[src/core/ccd_seq_cfg.svh]
// named counts and timing figures for the ccd line readout sequencer
// assumes a single 25 MHz reference clock drives all sequencing logic
`ifndef CCD_SEQ_CFG_SVH
`define CCD_SEQ_CFG_SVH

// sensor geometry
`define ROWS_PER_FRAME 11'h3F2
`define ACTIVE_ELEMENTS 11'h40C
`define DUMMY_ELEMENTS 11'h009
`define SERIAL_ELEMENTS (`ACTIVE_ELEMENTS + `DUMMY_ELEMENTS)

// binning limits and defaults
`define VBIN_MAX 3'h4
`define HBIN_MAX 3'h4
`define BIN_ONE 3'h1

// clock rates in MHz
`define CLK_MHZ 25
`define SHIFT_FMAX_MHZ 40
`define XFER_FMAX_MHZ 10

// least half period in clock cycles, rounded up
`define SHIFT_HALF_CYC ((`CLK_MHZ + 2 * `SHIFT_FMAX_MHZ - 1) / (2 * `SHIFT_FMAX_MHZ))
`define GATE_HALF_CYC ((`CLK_MHZ + 2 * `XFER_FMAX_MHZ - 1) / (2 * `XFER_FMAX_MHZ))

// phase timer width
`define TMR_W 4

`endif

[src/core/ccd_seq_pkg.sv]
// types shared by the ccd readout sequencer, its checker, the sensor model and the bench
// assumes ccd_seq_cfg.svh supplies the numeric constants
`default_nettype none

package ccd_seq_pkg;

   typedef enum logic [2:0] {
      IDLE = 3'h0,
      ROW_HI = 3'h1,
      ROW_LO = 3'h2,
      PIX_HI = 3'h3,
      PIX_LO = 3'h4,
      PIX_SENSE = 3'h5,
      PIX_RST = 3'h6,
      DONE = 3'h7
   } seq_state_e;

   typedef struct packed {
      logic [10:0] skipRows;
      logic [2:0] vBin;
      logic [2:0] hBin;
   } seq_cfg_s;

   typedef struct packed {
      logic storageGate;
      logic row_transfer_gate;
      logic serial_shift_gate;
      logic nodeResetGate;
   } gate_pins_s;

   typedef struct packed {
      logic [10:0] row;
      logic [10:0] col;
   } pix_tag_s;

endpackage

`default_nettype wire

[src/core/phase_timer.sv]
// down counter timing one gate phase of the readout sequence
// assumes load comes from logic on ref_clk; loadValue is at least one
`default_nettype none
`include "ccd_seq_cfg.svh"

module phase_timer (
   // clock and reset
   input wire logic ref_clk,
   input wire logic nrst,
   // control
   input wire logic load,
   input wire logic [`TMR_W-1:0] loadValue,
   // status
   output logic expired
);

   logic [`TMR_W-1:0] count_reg;
   logic [`TMR_W-1:0] count_next;

   assign expired = (count_reg == {`TMR_W{1'b0}});
   assign count_next = load ? (loadValue - {{(`TMR_W-1){1'b0}}, 1'b1}) :
                       (expired ? count_reg : (count_reg - {{(`TMR_W-1){1'b0}}, 1'b1}));

   always_ff @(posedge ref_clk or negedge nrst) begin
      if (!nrst) begin
         count_reg <= {`TMR_W{1'b0}};
      end else begin
         count_reg <= count_next;
      end
   end

endmodule

`default_nettype wire

[src/core/ccd_line_readout_sequencer.sv]
// timing generator driving the storage, row-transfer, serial shift and node reset gates
// assumes gate drivers buffer these logic levels and a same-clock user issues start
//
// What this block does
// - serial shift gate never toggles faster than 40 MHz.
// - partial line dump: storage row transfer together with a row-transfer gate pulse.
// - vertical binning stacks several row transfers before shifting the line out.
// - number of stacked rows is clamped so the serial well never overflows.
// - horizontal binning withholds node resets between selected serial shifts.
// - node reset follows each sensed pixel unless horizontal binning is active.
// - each line takes 1036 active plus 9 dummy serial shifts.
// - a full frame sequences 1010 storage rows, one row at a time.
`default_nettype none
`include "ccd_seq_cfg.svh"

module ccd_line_readout_sequencer
   import ccd_seq_pkg::*;
(
   // clock and reset
   input wire logic ref_clk,
   input wire logic nrst,
   // user command
   input wire logic start,
   input wire seq_cfg_s cfg,
   output logic busy,
   // user results
   output logic sampleStrobe,
   output pix_tag_s pixTag,
   output logic frameDone,
   // sensor gate pins
   output gate_pins_s gates
);

   seq_state_e state_reg;
   seq_state_e state_next;
   seq_cfg_s cfg_reg;
   logic [10:0] rowCnt_reg;
   logic [10:0] rowCnt_next;
   logic [10:0] dumpLeft_reg;
   logic [10:0] dumpLeft_next;
   logic [2:0] stackCnt_reg;
   logic [2:0] stackCnt_next;
   logic [10:0] colCnt_reg;
   logic [10:0] colCnt_next;
   logic [2:0] hCnt_reg;
   logic [2:0] hCnt_next;
   gate_pins_s gates_reg;
   gate_pins_s gates_next;
   logic sample_reg;
   logic done_reg;
   pix_tag_s tag_reg;

   // timer control
   logic tmrExpired;
   logic tmrLoad;
   logic [`TMR_W-1:0] tmrValue;

   phase_timer u_timer (
      .ref_clk(ref_clk),
      .nrst(nrst),
      .load(tmrLoad),
      .loadValue(tmrValue),
      .expired(tmrExpired)
   );

   // effective bin factors; zero means no binning
   wire [2:0] vBinEff;
   wire [2:0] hBinEff;
   assign vBinEff = (cfg_reg.vBin == 3'h0) ? `BIN_ONE :
                    ((cfg_reg.vBin > `VBIN_MAX) ? `VBIN_MAX : cfg_reg.vBin);
   assign hBinEff = (cfg_reg.hBin == 3'h0) ? `BIN_ONE :
                    ((cfg_reg.hBin > `HBIN_MAX) ? `HBIN_MAX : cfg_reg.hBin);

   // decodes
   wire idle = (state_reg == IDLE);
   wire takeStart = idle & start;
   wire dumping = (dumpLeft_reg != 11'h000);
   wire lastRowHere = (rowCnt_reg == (`ROWS_PER_FRAME - 11'h001));
   wire allRowsDone = (rowCnt_reg == `ROWS_PER_FRAME);
   wire stackDone = (stackCnt_reg == (vBinEff - `BIN_ONE));
   wire lastCol = (colCnt_reg == (`SERIAL_ELEMENTS - 11'h001));
   wire resetDue = (hCnt_reg == (hBinEff - `BIN_ONE)) | lastCol;
   wire rowEnd = (state_reg == ROW_LO) & tmrExpired;
   wire senseEnd = (state_reg == PIX_SENSE) & tmrExpired;
   wire pixEnd = (senseEnd & ~resetDue) | ((state_reg == PIX_RST) & tmrExpired);
   wire lineGo = allRowsDone ? 1'b1 : 1'b0;
   seq_state_e afterLine;
   assign afterLine = lineGo ? DONE : ROW_HI;

   // sequencing
   always_comb begin
      state_next = state_reg;
      unique case (state_reg)
         IDLE: begin
            if (start) begin
               state_next = ROW_HI;
            end
         end
         ROW_HI: begin
            if (tmrExpired) begin
               state_next = ROW_LO;
            end
         end
         ROW_LO: begin
            if (tmrExpired) begin
               if (dumping) begin
                  state_next = lastRowHere ? DONE : ROW_HI;
               end else if (stackDone | lastRowHere) begin
                  state_next = PIX_HI;
               end else begin
                  state_next = ROW_HI;
               end
            end
         end
         PIX_HI: begin
            if (tmrExpired) begin
               state_next = PIX_LO;
            end
         end
         PIX_LO: begin
            if (tmrExpired) begin
               state_next = PIX_SENSE;
            end
         end
         PIX_SENSE: begin
            if (tmrExpired) begin
               if (resetDue) begin
                  state_next = PIX_RST;
               end else begin
                  state_next = PIX_HI;
               end
            end
         end
         PIX_RST: begin
            if (tmrExpired) begin
               state_next = lastCol ? afterLine : PIX_HI;
            end
         end
         DONE: begin
            state_next = IDLE;
         end
      endcase
   end

   // every state change opens a new timed phase
   assign tmrLoad = (state_next != state_reg);
   wire rowPhase = (state_next == ROW_HI) | (state_next == ROW_LO);
   assign tmrValue = rowPhase ? `TMR_W'(`GATE_HALF_CYC) : `TMR_W'(`SHIFT_HALF_CYC);

   // counters
   assign rowCnt_next = takeStart ? 11'h000 :
                        (rowEnd ? (rowCnt_reg + 11'h001) : rowCnt_reg);
   assign dumpLeft_next = takeStart ? cfg.skipRows :
                          ((rowEnd & dumping) ? (dumpLeft_reg - 11'h001) : dumpLeft_reg);
   assign stackCnt_next = (takeStart | (rowEnd & (dumping | stackDone | lastRowHere))) ? 3'h0 :
                          (rowEnd ? (stackCnt_reg + 3'h1) : stackCnt_reg);
   assign colCnt_next = (takeStart | (pixEnd & lastCol)) ? 11'h000 :
                        (pixEnd ? (colCnt_reg + 11'h001) : colCnt_reg);
   assign hCnt_next = (takeStart | (pixEnd & resetDue)) ? 3'h0 :
                      (pixEnd ? (hCnt_reg + 3'h1) : hCnt_reg);

   // gate levels for the coming phase
   // the node is flushed during the row phase so a line never starts on stale charge
   wire nextRow = (state_next == ROW_HI);
   assign gates_next.storageGate = nextRow;
   assign gates_next.row_transfer_gate = nextRow & (takeStart ? (cfg.skipRows != 11'h000) :
                                         (rowEnd ? (dumpLeft_reg > 11'h001) : dumping));
   assign gates_next.serial_shift_gate = (state_next == PIX_HI);
   assign gates_next.nodeResetGate = (state_next == PIX_RST) | (state_next == ROW_LO);

   // single sample per reset, no reference sample needed
   wire sampleNext = senseEnd & resetDue;

   always_ff @(posedge ref_clk or negedge nrst) begin
      if (!nrst) begin
         state_reg <= IDLE;
         cfg_reg <= '0;
      end else begin
         state_reg <= state_next;
         cfg_reg <= takeStart ? cfg : cfg_reg;
      end
   end

   always_ff @(posedge ref_clk or negedge nrst) begin
      if (!nrst) begin
         rowCnt_reg <= 11'h000;
         dumpLeft_reg <= 11'h000;
         stackCnt_reg <= 3'h0;
         colCnt_reg <= 11'h000;
         hCnt_reg <= 3'h0;
      end else begin
         rowCnt_reg <= rowCnt_next;
         dumpLeft_reg <= dumpLeft_next;
         stackCnt_reg <= stackCnt_next;
         colCnt_reg <= colCnt_next;
         hCnt_reg <= hCnt_next;
      end
   end

   // registered pins keep gate edges glitch free
   always_ff @(posedge ref_clk or negedge nrst) begin
      if (!nrst) begin
         gates_reg <= '0;
         sample_reg <= 1'b0;
         done_reg <= 1'b0;
         tag_reg <= '0;
      end else begin
         gates_reg <= gates_next;
         sample_reg <= sampleNext;
         done_reg <= (state_next == DONE) & (state_reg != DONE);
         tag_reg <= sampleNext ? {rowCnt_reg - 11'h001, colCnt_reg} : tag_reg;
      end
   end

   // outputs
   assign gates = gates_reg;
   assign sampleStrobe = sample_reg;
   assign pixTag = tag_reg;
   assign frameDone = done_reg;
   assign busy = ~idle;

endmodule

`default_nettype wire

[config.mk]
export PLATFORM = sky130hd
export DESIGN_NAME = ccd_line_readout_sequencer
export DESIGN_NICKNAME = d
export VERILOG_FILES = /design/src/core/ccd_seq_pkg.sv /design/src/core/phase_timer.sv /design/src/core/ccd_line_readout_sequencer.sv
export VERILOG_INCLUDE_DIRS = /design/src /design/src/core
export SDC_FILE = /design/constraint.sdc
export NUM_CORES = 1
export LEC_CHECK = 0
export ABC_AREA = 1
export BUFFER_PORTS_ARGS = -buffer_cell sky130_fd_sc_hd__buf_4
export CELL_PAD_IN_SITES_DETAIL_PLACEMENT = 1
export CELL_PAD_IN_SITES_GLOBAL_PLACEMENT = 1
export CORE_MARGIN = 5
export CORE_UTILIZATION = 28
export DETAILED_ROUTE_END_ITERATION = 16
export HOLD_SLACK_MARGIN = 0.02
export PLACE_DENSITY_LB_ADDON = 0.1
export SLEW_MARGIN = 15
export SYNTH_ARGS = -nofsm -noshare
export SYNTH_HDL_FRONTEND = slang
export SYNTH_SLANG_ARGS = --single-unit
[constraint.sdc]
create_clock -name ref_clk -period 2.76 [get_ports ref_clk]
set_input_delay 0.138 -clock ref_clk [delete_from_list [all_inputs] [get_ports ref_clk]]
set_output_delay 0.138 -clock ref_clk [all_outputs]
set_load 0.02 [all_outputs]
### Word-level counts from Yosys, hierarchy flattened

Index checks and enable logic that the tools add are counted.

* register bits after elaboration: 80
* input port bits: 20
* output and inout port bits: 29
* word-level logic and storage cells: 119

* add/subtract/negate cells: 10
* magnitude comparators: 3
* equality and inequality tests: 20
* multiplexer cells: 34
* bitwise gates (word level): 24
* reductions and logical operators: 11

Operators by type and width (count)
* two-way mux 11 bit: 6
* two-way mux 3 bit: 20
* case mux 3 bit (8 select lines): 1
* adder 11 x 1 -> 11 bit, second input constant: 2
* == test 11 x 10 -> 1 bit, second input constant: 2
* nonzero test 11 bit: 2
* subtractor 11 x 1 -> 11 bit, second input constant: 2
* == test 3 bit, second input constant: 6
* bitwise AND 1 bit: 12
* == test 3 x 2 -> 1 bit, second input constant: 4
* == test 11 bit, second input constant: 1
* > comparator 11 x 1 -> 1 bit, second input constant: 1
* OR 1 bit: 10
* nonzero test 2 bit: 5
* zero test 3 bit: 3
* two-way mux 4 bit: 2
* adder 3 x 1 -> 3 bit, second input constant: 2
* == test 3 x 1 -> 1 bit, second input constant: 2
* == test 3 bit: 2
* > comparator 3 bit, second input constant: 2
* subtractor 3 x 1 -> 3 bit, second input constant: 2
* zero test 4 bit: 1
* two-way mux 2 bit: 2
* subtractor 4 x 1 -> 4 bit, second input constant: 1
* other kinds (6): 9

### Logic depth before layout (Yosys ltp)

Gate-level depths: netlist of run 1.

* depth after elaboration: 15
* mapped depth: 19
* mapped depth without buffers: 19

### Modules after synthesis

A second synthesis of run 1 with hierarchy kept.

* cells, all modules: 592
* area total of the unflattened synthesis: 4705.8 sq um

By module, submodules not included
* ccd_line_readout_sequencer: instances 1, cells each 546, area an instance 4423.0 sq um, sequential area each 1901.8 sq um
* phase_timer: instances 1, cells each 46, area an instance 282.8 sq um, sequential area each 100.1 sq um

### Worst setup path before layout of run 1

No wires, ideal clock.

* path kind: register to register
* start point: register cfg_reg[2] (netlist bit)
* end point: register u_timer.count_reg[0]
* library setup time: 117 ps
* arrival: 1802 ps
* data required time: 2643 ps
* path slack: 841 ps
* cell stages (with the launch flop): 18
* path buffers: 0
* period minus slack after synthesis: 1919 ps
* cell sequence: dfrtp_1 inv_1 nand2_1 ha_1 xor2_1 nand2_1 inv_1 nand2_1 nand2_1 nand2_1 nand2_1 nand2_2 nand2_2 nand2_1 nand2_1 nand2_2 nand2_1 nand2_1

* cells in the longest elaborated chain, start to end: 14
* elaborated cells between the ends (all ways): 18
* classes of those cells: add/sub: 2; order compare: 1; eq/ne: 5; mux: 7; bitwise: 2; reduce/logical: 1

RTL lines
* from (decl): line ccd_line_readout_sequencer.sv:36 `seq_cfg_s cfg_reg;`
* from (signal assigned): line ccd_line_readout_sequencer.sv:180 `cfg_reg <= takeStart ? cfg : cfg_reg;`
* > comparator 3 bit (no line)
* two-way mux 3 bit: line ccd_line_readout_sequencer.sv:72 `` ((cfg_reg.hBin > `HBIN_MAX) ? `HBIN_MAX : cfg_reg.hBin); ``
* two-way mux 3 bit (*): line ccd_line_readout_sequencer.sv:71 `` assign hBinEff = (cfg_reg.hBin == 3'h0) ? `BIN_ONE : ``
* subtractor 3 x 1 -> 3 bit (no line) (*)
* == test 3 bit (*): line ccd_line_readout_sequencer.sv:82 `` wire resetDue = (hCnt_reg == (hBinEff - `BIN_ONE)) | lastCol; ``
* OR 1 bit (*): line ccd_line_readout_sequencer.sv:82
* two-way mux 3 bit (*): line ccd_line_readout_sequencer.sv:127 `if (resetDue) begin`
* two-way mux 3 bit (*): line ccd_line_readout_sequencer.sv:126 `if (tmrExpired) begin`
* case mux 3 bit (8 select lines) (*): line ccd_line_readout_sequencer.sv:93 `unique case (state_reg)`
* == test 3 x 1 -> 1 bit / == test 3 x 2 -> 1 bit (equally long branches): line ccd_line_readout_sequencer.sv:147 `wire rowPhase = (state_next == ROW_HI) | (state_next == ROW_LO);`
* OR 1 bit: line ccd_line_readout_sequencer.sv:147
* two-way mux 2 bit: line ccd_line_readout_sequencer.sv:148 `` assign tmrValue = rowPhase ? `TMR_W'(`GATE_HALF_CYC) : `TMR_W'(`SHIFT_HALF_CYC); ``
* subtractor 2 x 1 -> 3 bit: line phase_timer.sv:21 `` assign count_next = load ? (loadValue - {{(`TMR_W-1){1'b0}}, 1'b1}) : ``
* two-way mux 4 bit: line phase_timer.sv:21
* to (signal assigned): line phase_timer.sv:26 `` count_reg <= {`TMR_W{1'b0}}; ``
* to (signal assigned): line phase_timer.sv:28 `count_reg <= count_next;`
* to (decl): line phase_timer.sv:17 `` logic [`TMR_W-1:0] count_reg; ``

Every way passes the cells marked *; elsewhere a longest branch is shown, timed or not.
A chain may end at the register's enable or synchronous reset.

### Worst setup path after layout of run 1

* start point: register u_timer.count_reg[0]
* end point: register u_timer.count_reg[0]

* cells in the longest elaborated chain, start to end: 8
* elaborated cells between the ends (all ways): 18
* classes of those cells: add/sub: 2; eq/ne: 4; mux: 10; bitwise: 1; reduce/logical: 1

RTL lines
* zero test 4 bit: line phase_timer.sv:20 `` assign expired = (count_reg == {`TMR_W{1'b0}}); ``
* two-way mux 3 bit (tied with other cells): line ccd_line_readout_sequencer.sv:135 `if (tmrExpired) begin`
* case mux 3 bit (8 select lines): line ccd_line_readout_sequencer.sv:93
* == test 3 x 1 -> 1 bit / == test 3 x 2 -> 1 bit (equally long branches): line ccd_line_readout_sequencer.sv:147
* OR 1 bit: line ccd_line_readout_sequencer.sv:147
* two-way mux 2 bit: line ccd_line_readout_sequencer.sv:148
* subtractor 2 x 1 -> 3 bit: line phase_timer.sv:21
* two-way mux 4 bit: line phase_timer.sv:21

Several ways; a longest one is shown, not always the timed one. The select of a mux whose other input is x is not followed.

==> flow_metrics.env, run 1 <==
export IMPL_outcome="complete, no violations"
export IMPL_crit_path_top_delay_cell="dfrtp_1"
export IMPL_worstHoldPathCells=3
export IMPL_cts_root_buf="clkbuf_16"
export IMPL_vias=3773
export IMPL_clkLatencyLatePin_ns=0.35
export IMPL_drt_first_pass_iters=4
export IMPL_die_w_um=135
export IMPL_p_per_area_nw_per_um2=1020
export IMPL_critPathLaunchType="flop"
export IMPL_arrival_ns=2.52
export IMPL_io_pins=49
export IMPL_skew_ns=0.00954
export IMPL_worstPathRequired_ns=2.99
export IMPL_path_buf_inv=4
export IMPL_hpwlAfterDp_mm=8.43
export IMPL_area_growth_syn_to_layout_pct=21.7
export IMPL_relSlewSlack_pct=48.3
export IMPL_maxCapViolCount=0
export IMPL_drive_above_1_share_pct=15.6
export IMPL_hold_violations=0
export IMPL_post_synth_cell_area_avg_um2=7.95
export IMPL_r2r_end="u_timer.count_reg[0]"
export IMPL_nNetsFinal=645
export IMPL_p_leak_nw=2.55
export IMPL_drc=0
export IMPL_synth_flop_cell="dfrtp_1"
export IMPL_globalRouteOverflowTotal=0
export IMPL_worstSetupPathType="reg -> reg"
export IMPL_fp_dieArea_um2=18300
export IMPL_initial_core_util_pct=28.7
export IMPL_syn_nets=586
export IMPL_grt_max_degree=81
export IMPL_gp_congestion=0.791
export IMPL_tns_ns=0
export IMPL_synth_top_area_share_pct=45.6
export IMPL_path_max_fanout=13
export IMPL_r2r_slack_ns=0.47
export IMPL_antennaDiodeCount=0
export IMPL_cts_clk_slew_worst_paths_ns=0.06
export IMPL_synthTopCellsByArea="dfrtp_1, nand2_1, inv_1"
export IMPL_core_area_um2=15300
export IMPL_tightest_slew_ns=0.776
export IMPL_avgViaCountPerCell=4.56
export IMPL_fmax_ghz=0.437
export IMPL_crit_chain="inv_1 -> ha_1 -> inv_1 -> nor3_4 -> inv_2 -> nor2_8 -> inv_2 -> nor2_4 -> nand2_1 -> nand2_1 -> o21ai_1 -> nand2_1 -> nand2_1 -> nand2_1 -> nand2_1"
export IMPL_cts_htree_levels=3
export IMPL_cts_made_buffers=9
export IMPL_holdPathEnd="dumpLeft_reg[5]"
export IMPL_rsz0062_at_grt="no"
export IMPL_cp_slowest_stage_delay_ns=0.37
export IMPL_wl_mm=11.3
export IMPL_cts_tree="done"
export IMPL_yosys_warnings=0
export IMPL_numPortBuffers=48
export IMPL_hold_class="in -> reg"
export IMPL_synth_edf_count=0
export IMPL_yosys_cell_count_top_type="nand2_1"
export IMPL_path_delay_family="simple AND/OR/NAND/NOR gates"
export IMPL_r2r_start="u_timer.count_reg[0]"
export IMPL_cpMostUsedCell="nand2_1"
export IMPL_largest_reg_flops=22
export IMPL_grt_use_total_pct=12.9
export IMPL_post_cts_setup_buffers=0
export IMPL_synth_area_um2=4390
export IMPL_synth_commonest_cells="nand2_1, dfrtp_1, inv_1, nor2_1, o21ai_0"
export IMPL_timing_final_crit_share_pct=82.9
export IMPL_syn_inst=553
export IMPL_reg2regPathDepth=15
export IMPL_async_reset_ff_share_pct=100
export IMPL_die_h_um=135
export IMPL_finalMaxSlewViolations=0
export IMPL_rows=45
export IMPL_critPathCaptureType="flop"
export IMPL_grt_pass1_wl_mm=19.0
export IMPL_clock_tree_buffer_depth=2
export IMPL_irDropWorstVdd_mv=0.341
export IMPL_finalSetupViolations=0
export IMPL_grt_pass1_vias=3830
export IMPL_finalPower_mw=5.48
export IMPL_clock_sinks=80
export IMPL_drt_iter0_markers=158
export IMPL_ys_ff_latch=80
export IMPL_ant_nets=0
export IMPL_post_route_min_period_ns=2.29
export IMPL_ys_seq_area_share_pct=45.6
export IMPL_wl_per_cell_um=13.7
export IMPL_yosysTopAreaCell="dfrtp_1"
export IMPL_antenna_found_initial=0
export IMPL_synth_cell_types=39
export IMPL_worstHoldStart="cfg[11]"
==> cell usage in the layout, fill, tap and decap left out, types with 9 or more instances in the layout <==
| cell type | instances |
|---|---|
| a21oi_1 | 18 |
| buf_4 | 51 |
| clkbuf_16 | 9 |
| dfrtp_1 | 80 |
| ha_1 | 13 |
| inv_1 | 59 |
| nand2_1 | 138 |
| nand3_1 | 33 |
| nor2_1 | 56 |
| nor3_1 | 14 |
| o21ai_0 | 43 |
| xor2_1 | 17 |
==> timing repair <==
item,4_1_cts,5_1_grt
endpoints found under the hold margin,5,80
gates resized for setup,0,0
hold buffers,5,1
==> per-layer routing <==
| metal | vias to the layer above | global-route usage, % | part of all wire [%] |
|---|---|---|---|
| met5 | - | 0 | 0 |
| met4 | 0 | 5.21 | 1.8 |
| met1 | 1783 | 18.0 | 51 |
| met3 | 14 | 2.34 | 3.2 |
| met2 | 52 | 19.8 | 44 |
| li1 | 1924 | - | - |
==> stage by stage <==
stage                     cell area [µm²]  cells  utilization, %  hold WS [ns]  setup WS (ns)
after global placement               5000    806            32.6         0.347          0.516
after detailed placement             5000    806            32.6         0.349          0.443
after floorplan                      4390    553               -        -0.158          0.841
final                                5350    827            34.9        0.0426          0.472
after global routing                 5350    827            34.9        0.0541          0.221
after CTS                            5340    826            34.8        0.0356          0.423
==> how the worst max path moves through the flow <==
stage	start	end	slack, ns	cells past startpoint
after detailed placement	u_timer.count_reg[0]	u_timer.count_reg[0]	0.44	15
after floorplan	cfg_reg[2]	u_timer.count_reg[0]	0.84	17
after CTS	u_timer.count_reg[0]	u_timer.count_reg[0]	0.42	15
after global routing	u_timer.count_reg[0]	u_timer.count_reg[0]	0.22	15
final	u_timer.count_reg[0]	u_timer.count_reg[0]	0.47	15
after global placement	u_timer.count_reg[0]	u_timer.count_reg[0]	0.52	15
==> worst reg2reg max path, stage by stage, from the launching register on <==
cell,delay (ns)
dfrtp_1,0.37
inv_1,0.09
ha_1,0.14
inv_1,0.07
nor3_4,0.24
inv_2,0.20
nor2_8,0.21
inv_2,0.09
nor2_4,0.20
nand2_1,0.08
nand2_1,0.09
o21ai_1,0.08
nand2_1,0.13
nand2_1,0.08
nand2_1,0.06
nand2_1,0.04
==> power breakdown <==
part	internal, mW	switching [mW]	leakage, nW
logic	0.887	1.57	1.35
clock network	0.717	0.490	0.145
registers	1.53	0.287	1.05
==> final cells by class <==
| cell class | instances | area [µm²] |
|---|---|---|
| clock buffers | 11 | 243 |
| clock inverters | 4 | 45.0 |
| fillers | 1873 | 9970 |
| inverters | 65 | 244 |
| multi-input cells | 398 | 2100 |
| flip-flops and latches | 80 | 2000 |
| well taps | 211 | 264 |
| repair buffers | 58 | 454 |
==> kinds of logic after synthesis <==
kind of cell | share of synthesized area, %
simple gates | 28.8
compound gates | 11.2
flops | 45.6
buf+inv | 6.72
xor+xnor | 3.79
fa+ha+maj | 3.70
mux | 0.228
Power figures use the tool's default switching activity.
==> run 2, diff against run 1 <==
- ABC_AREA: 1 -> 0
- clock period: 2.76 -> 2.25 ns (I/O delays scaled with it)
==> flow_metrics.env, run 2 <==
export IMPL_violations="negative setup slack"
export IMPL_cts_made_buffers=9
export IMPL_die_h_um=135
export IMPL_pre_cts_ws_ns=-0.246
export IMPL_critPathCaptureType="flop"
export IMPL_use_met1_pct=18.0
export IMPL_async_reset_ff_share_pct=100
export IMPL_worstSetupPathType="reg -> reg"
export IMPL_antennaDiodeCount=0
export IMPL_yosysTopAreaCell="dfrtp_1"
export IMPL_fin_ws_ns=-0.163
export IMPL_crit_path_top_delay_cell="dfrtp_2"
export IMPL_final_cell_mix="buf_4, dfrtp_1, nand2_1"
export IMPL_synth_cell_types=62
export IMPL_synthTopCellsByArea="dfrtp_1, nor2_1, nand2_1"
export IMPL_syn_nets=498
export IMPL_outcome="finished with violations"
export IMPL_die_w_um=135
export IMPL_p_comb_share_pct=3.1
export IMPL_path_max_fanout=7
export IMPL_drt_first_pass_iters=4
export IMPL_grt_pass1_vias=4231
export IMPL_power_switching_uw=644
export IMPL_hpwlAfterDp_mm=8.82
export IMPL_hold_class="in -> reg"
export IMPL_synth_area_um2=4360
export IMPL_final_core_util_pct=43.8
export IMPL_synth_flop_cell="dfrtp_1"
export IMPL_maxCapViolCount=0
export IMPL_critPathLaunchType="flop"
export IMPL_io_pins=49
export IMPL_grt_most_used_layer="met2"
export IMPL_largest_reg_flops=22
export IMPL_relSlewSlack_pct=66.3
export IMPL_crit_chain="nand2b_4 -> nand2b_4 -> ha_4 -> xor2_4 -> xnor2_4 -> buf_6 -> a211oi_2 -> o21bai_1 -> and2_1 -> or2_1 -> buf_12 -> o31ai_4"
export IMPL_yosys_cell_count_top_type="dfrtp_1"
export IMPL_grt_max_degree=81
export IMPL_clock_tree_buffer_depth=2
export IMPL_nNetsFinal=647
export IMPL_fmax_ghz=0.414
export IMPL_grt_pass1_wl_mm=20.6
export IMPL_internal_power_mw=2.22
export IMPL_ant_nets=0
export IMPL_drt_iter0_markers=107
export IMPL_finalSetupViolations=43
export IMPL_wl_mm=13.0
export IMPL_synth_commonest_cells="dfrtp_1, nor2_1, nand2_1, o21ai_0, a21oi_1"
export IMPL_skew_ns=0.00517
export IMPL_p_per_area_nw_per_um2=429
export IMPL_grt_util_met3_pct=2.61
export IMPL_fp_dieArea_um2=18200
export IMPL_gp_congestion=0.800
export IMPL_area_growth_syn_to_layout_pct=53.2
export IMPL_arrival_ns=2.67
export IMPL_p_leak_nw=2.94
export IMPL_rsz0062_at_grt="yes"
export IMPL_ys_ff_latch=80
export IMPL_synth_edf_count=0
export IMPL_r2r_slack_ns=-0.16
export IMPL_vias=3959
export IMPL_timing_final_crit_share_pct=107
export IMPL_cts_root_buf="clkbuf_16"
export IMPL_seqPwrFrac_pct=50.2
export IMPL_clockPowerShare_pct=46.7
export IMPL_tns_ns=-3.48
export IMPL_synth_top_area_share_pct=45.9
export IMPL_cts_htree_levels=3
export IMPL_syn_inst=465
export IMPL_irDropWorstVdd_mv=0.349
export IMPL_p_sw_share_pct=22.5
export IMPL_antenna_found_initial=0
export IMPL_core_area_um2=15300
export IMPL_post_route_min_period_ns=2.41
export IMPL_globalRouteOverflowTotal=0
export IMPL_finalMaxSlewViolations=0
export IMPL_instances_no_fill=829
export IMPL_numPortBuffers=48
export IMPL_tightest_slew_ns=0.505
export IMPL_finalPower_mw=2.86
export IMPL_rows=45
export IMPL_dp_cells=782
export IMPL_cts_clk_slew_worst_paths_ns=0.06
export IMPL_cpMostUsedCell="nand2b_4"
export IMPL_final_common_cell="buf_4"
export IMPL_initial_core_util_pct=28.6
export IMPL_ys_seq_area_share_pct=45.9
export IMPL_drive_above_1_share_pct=39.8
export IMPL_yosys_warnings=0
export IMPL_avgViaCountPerCell=4.78
export IMPL_worstPathRequired_ns=2.51
export IMPL_clkLatencyLatePin_ns=0.35
export IMPL_wl_per_cell_um=15.6
export IMPL_cts_tree="done"
export IMPL_drc=0
export IMPL_clock_sinks=80
export IMPL_hold_violations=0
export IMPL_post_synth_cell_area_avg_um2=9.38
export IMPL_met2_usage_pct=23.9
export IMPL_cp_slowest_stage_delay_ns=0.45
export IMPL_grt_use_total_pct=14.2
[run 2: changes by cell type after synthesis, sizes merged, moves of 7 or more]
cell	previous run	this run
inv	65	19
nand2b	0	14
xor2	17	10
o21ai	51	25
xnor2	2	17
o31ai	1	8
and3	0	8
buf	4	13
nand3	36	10
nand2	145	50
nor2	63	56
mux2	0	12
[run 2: kinds of logic (layout without fill, tap and decap cells)]
group	count (synthesis)	after routing	share of synthesized area (%)
flip-flops	80	80	45.9
buffers and inverters	42	195	4.13
AO/OA/AOI/OAI	90	90	14.4
multiplexers	14	14	3.56
adder cells (fa/ha/maj)	13	13	3.73
AND/OR/NAND/NOR	199	199	22.8
XOR/XNOR	27	27	5.42
[run 2: layer usage]
metal  share of wire (%)  wire length, µm  up-vias
met5                   0                0        -
met4                 1.8              238        0
met3                 2.8              367       14
met2                  49             6410       53
met1                  46             5950     1962
li1                    -                -     1930
[run 2: worst paths after layout]
path / from / end / cells after the start
worst max-delay path: cfg_reg[1] / colCnt_reg[7] / 12
max in group asynchronous: nrst / cfg_reg[4] / 3
worst max register to register: cfg_reg[1] / colCnt_reg[7] / 12
worst min register to register: cfg_reg[3] / cfg_reg[3] / 2
worst min-delay path: cfg[11] / dumpLeft_reg[5] / 3
min in group asynchronous: nrst / pixTag[4] / 3
[run 2: critical path: cells and delay by family (launching register included)]
family | cells | cell delay, ns
and+or+nand+nor | 4 | 0.58
AOI/OAI and AO/OA | 3 | 0.50
DFF | 1 | 0.45
xor gates and xnor gates | 2 | 0.35
buffers and inverters | 2 | 0.29
adders and majority gates | 1 | 0.17
[run 2: cell type report]
| class | instances | area (µm²) |
|---|---|---|
| clock buffer | 11 | 233 |
| clock inverter | 4 | 22.5 |
| fill | 1711 | 8580 |
| inverter | 19 | 71.3 |
| multi-input combinational | 343 | 2690 |
| sequential | 80 | 2000 |
| tap | 211 | 264 |
| timing repair buffer | 161 | 1390 |
[run 2: per-stage QoR]
step                hold slack [ns]  instance area, µm²
global route                 0.0523                6680
finish                       0.0563                6680
CTS                          0.0342                6200
global placement              0.192                5590
detailed placement            0.192                5590
floorplan                    -0.183                4430
[run 2: power groups by stage]
| stage | Combinational, mW | Clock [mW] | Sequential, mW |
|---|---|---|---|
| after floorplan | 0.00265 | 0 | 1.47 |
| after global placement | 0.0691 | 0 | 1.46 |
| after detailed placement | 0.0695 | 0 | 1.46 |
| after CTS | 0.0915 | 1.39 | 1.44 |
| after global routing | 0.100 | 1.45 | 1.44 |
| final | 0.0882 | 1.34 | 1.44 |
[run 2: what timing repair did]
item                                   in CTS  in global routing
hold buffers                               16                  0
pin swaps                                  12                 26
setup endpoints to repair                  50                 59
cloned                                      0                  4
endpoints found under the hold margin      95                  0
gates resized for setup                    36                 67
buffers inserted                            6                  7
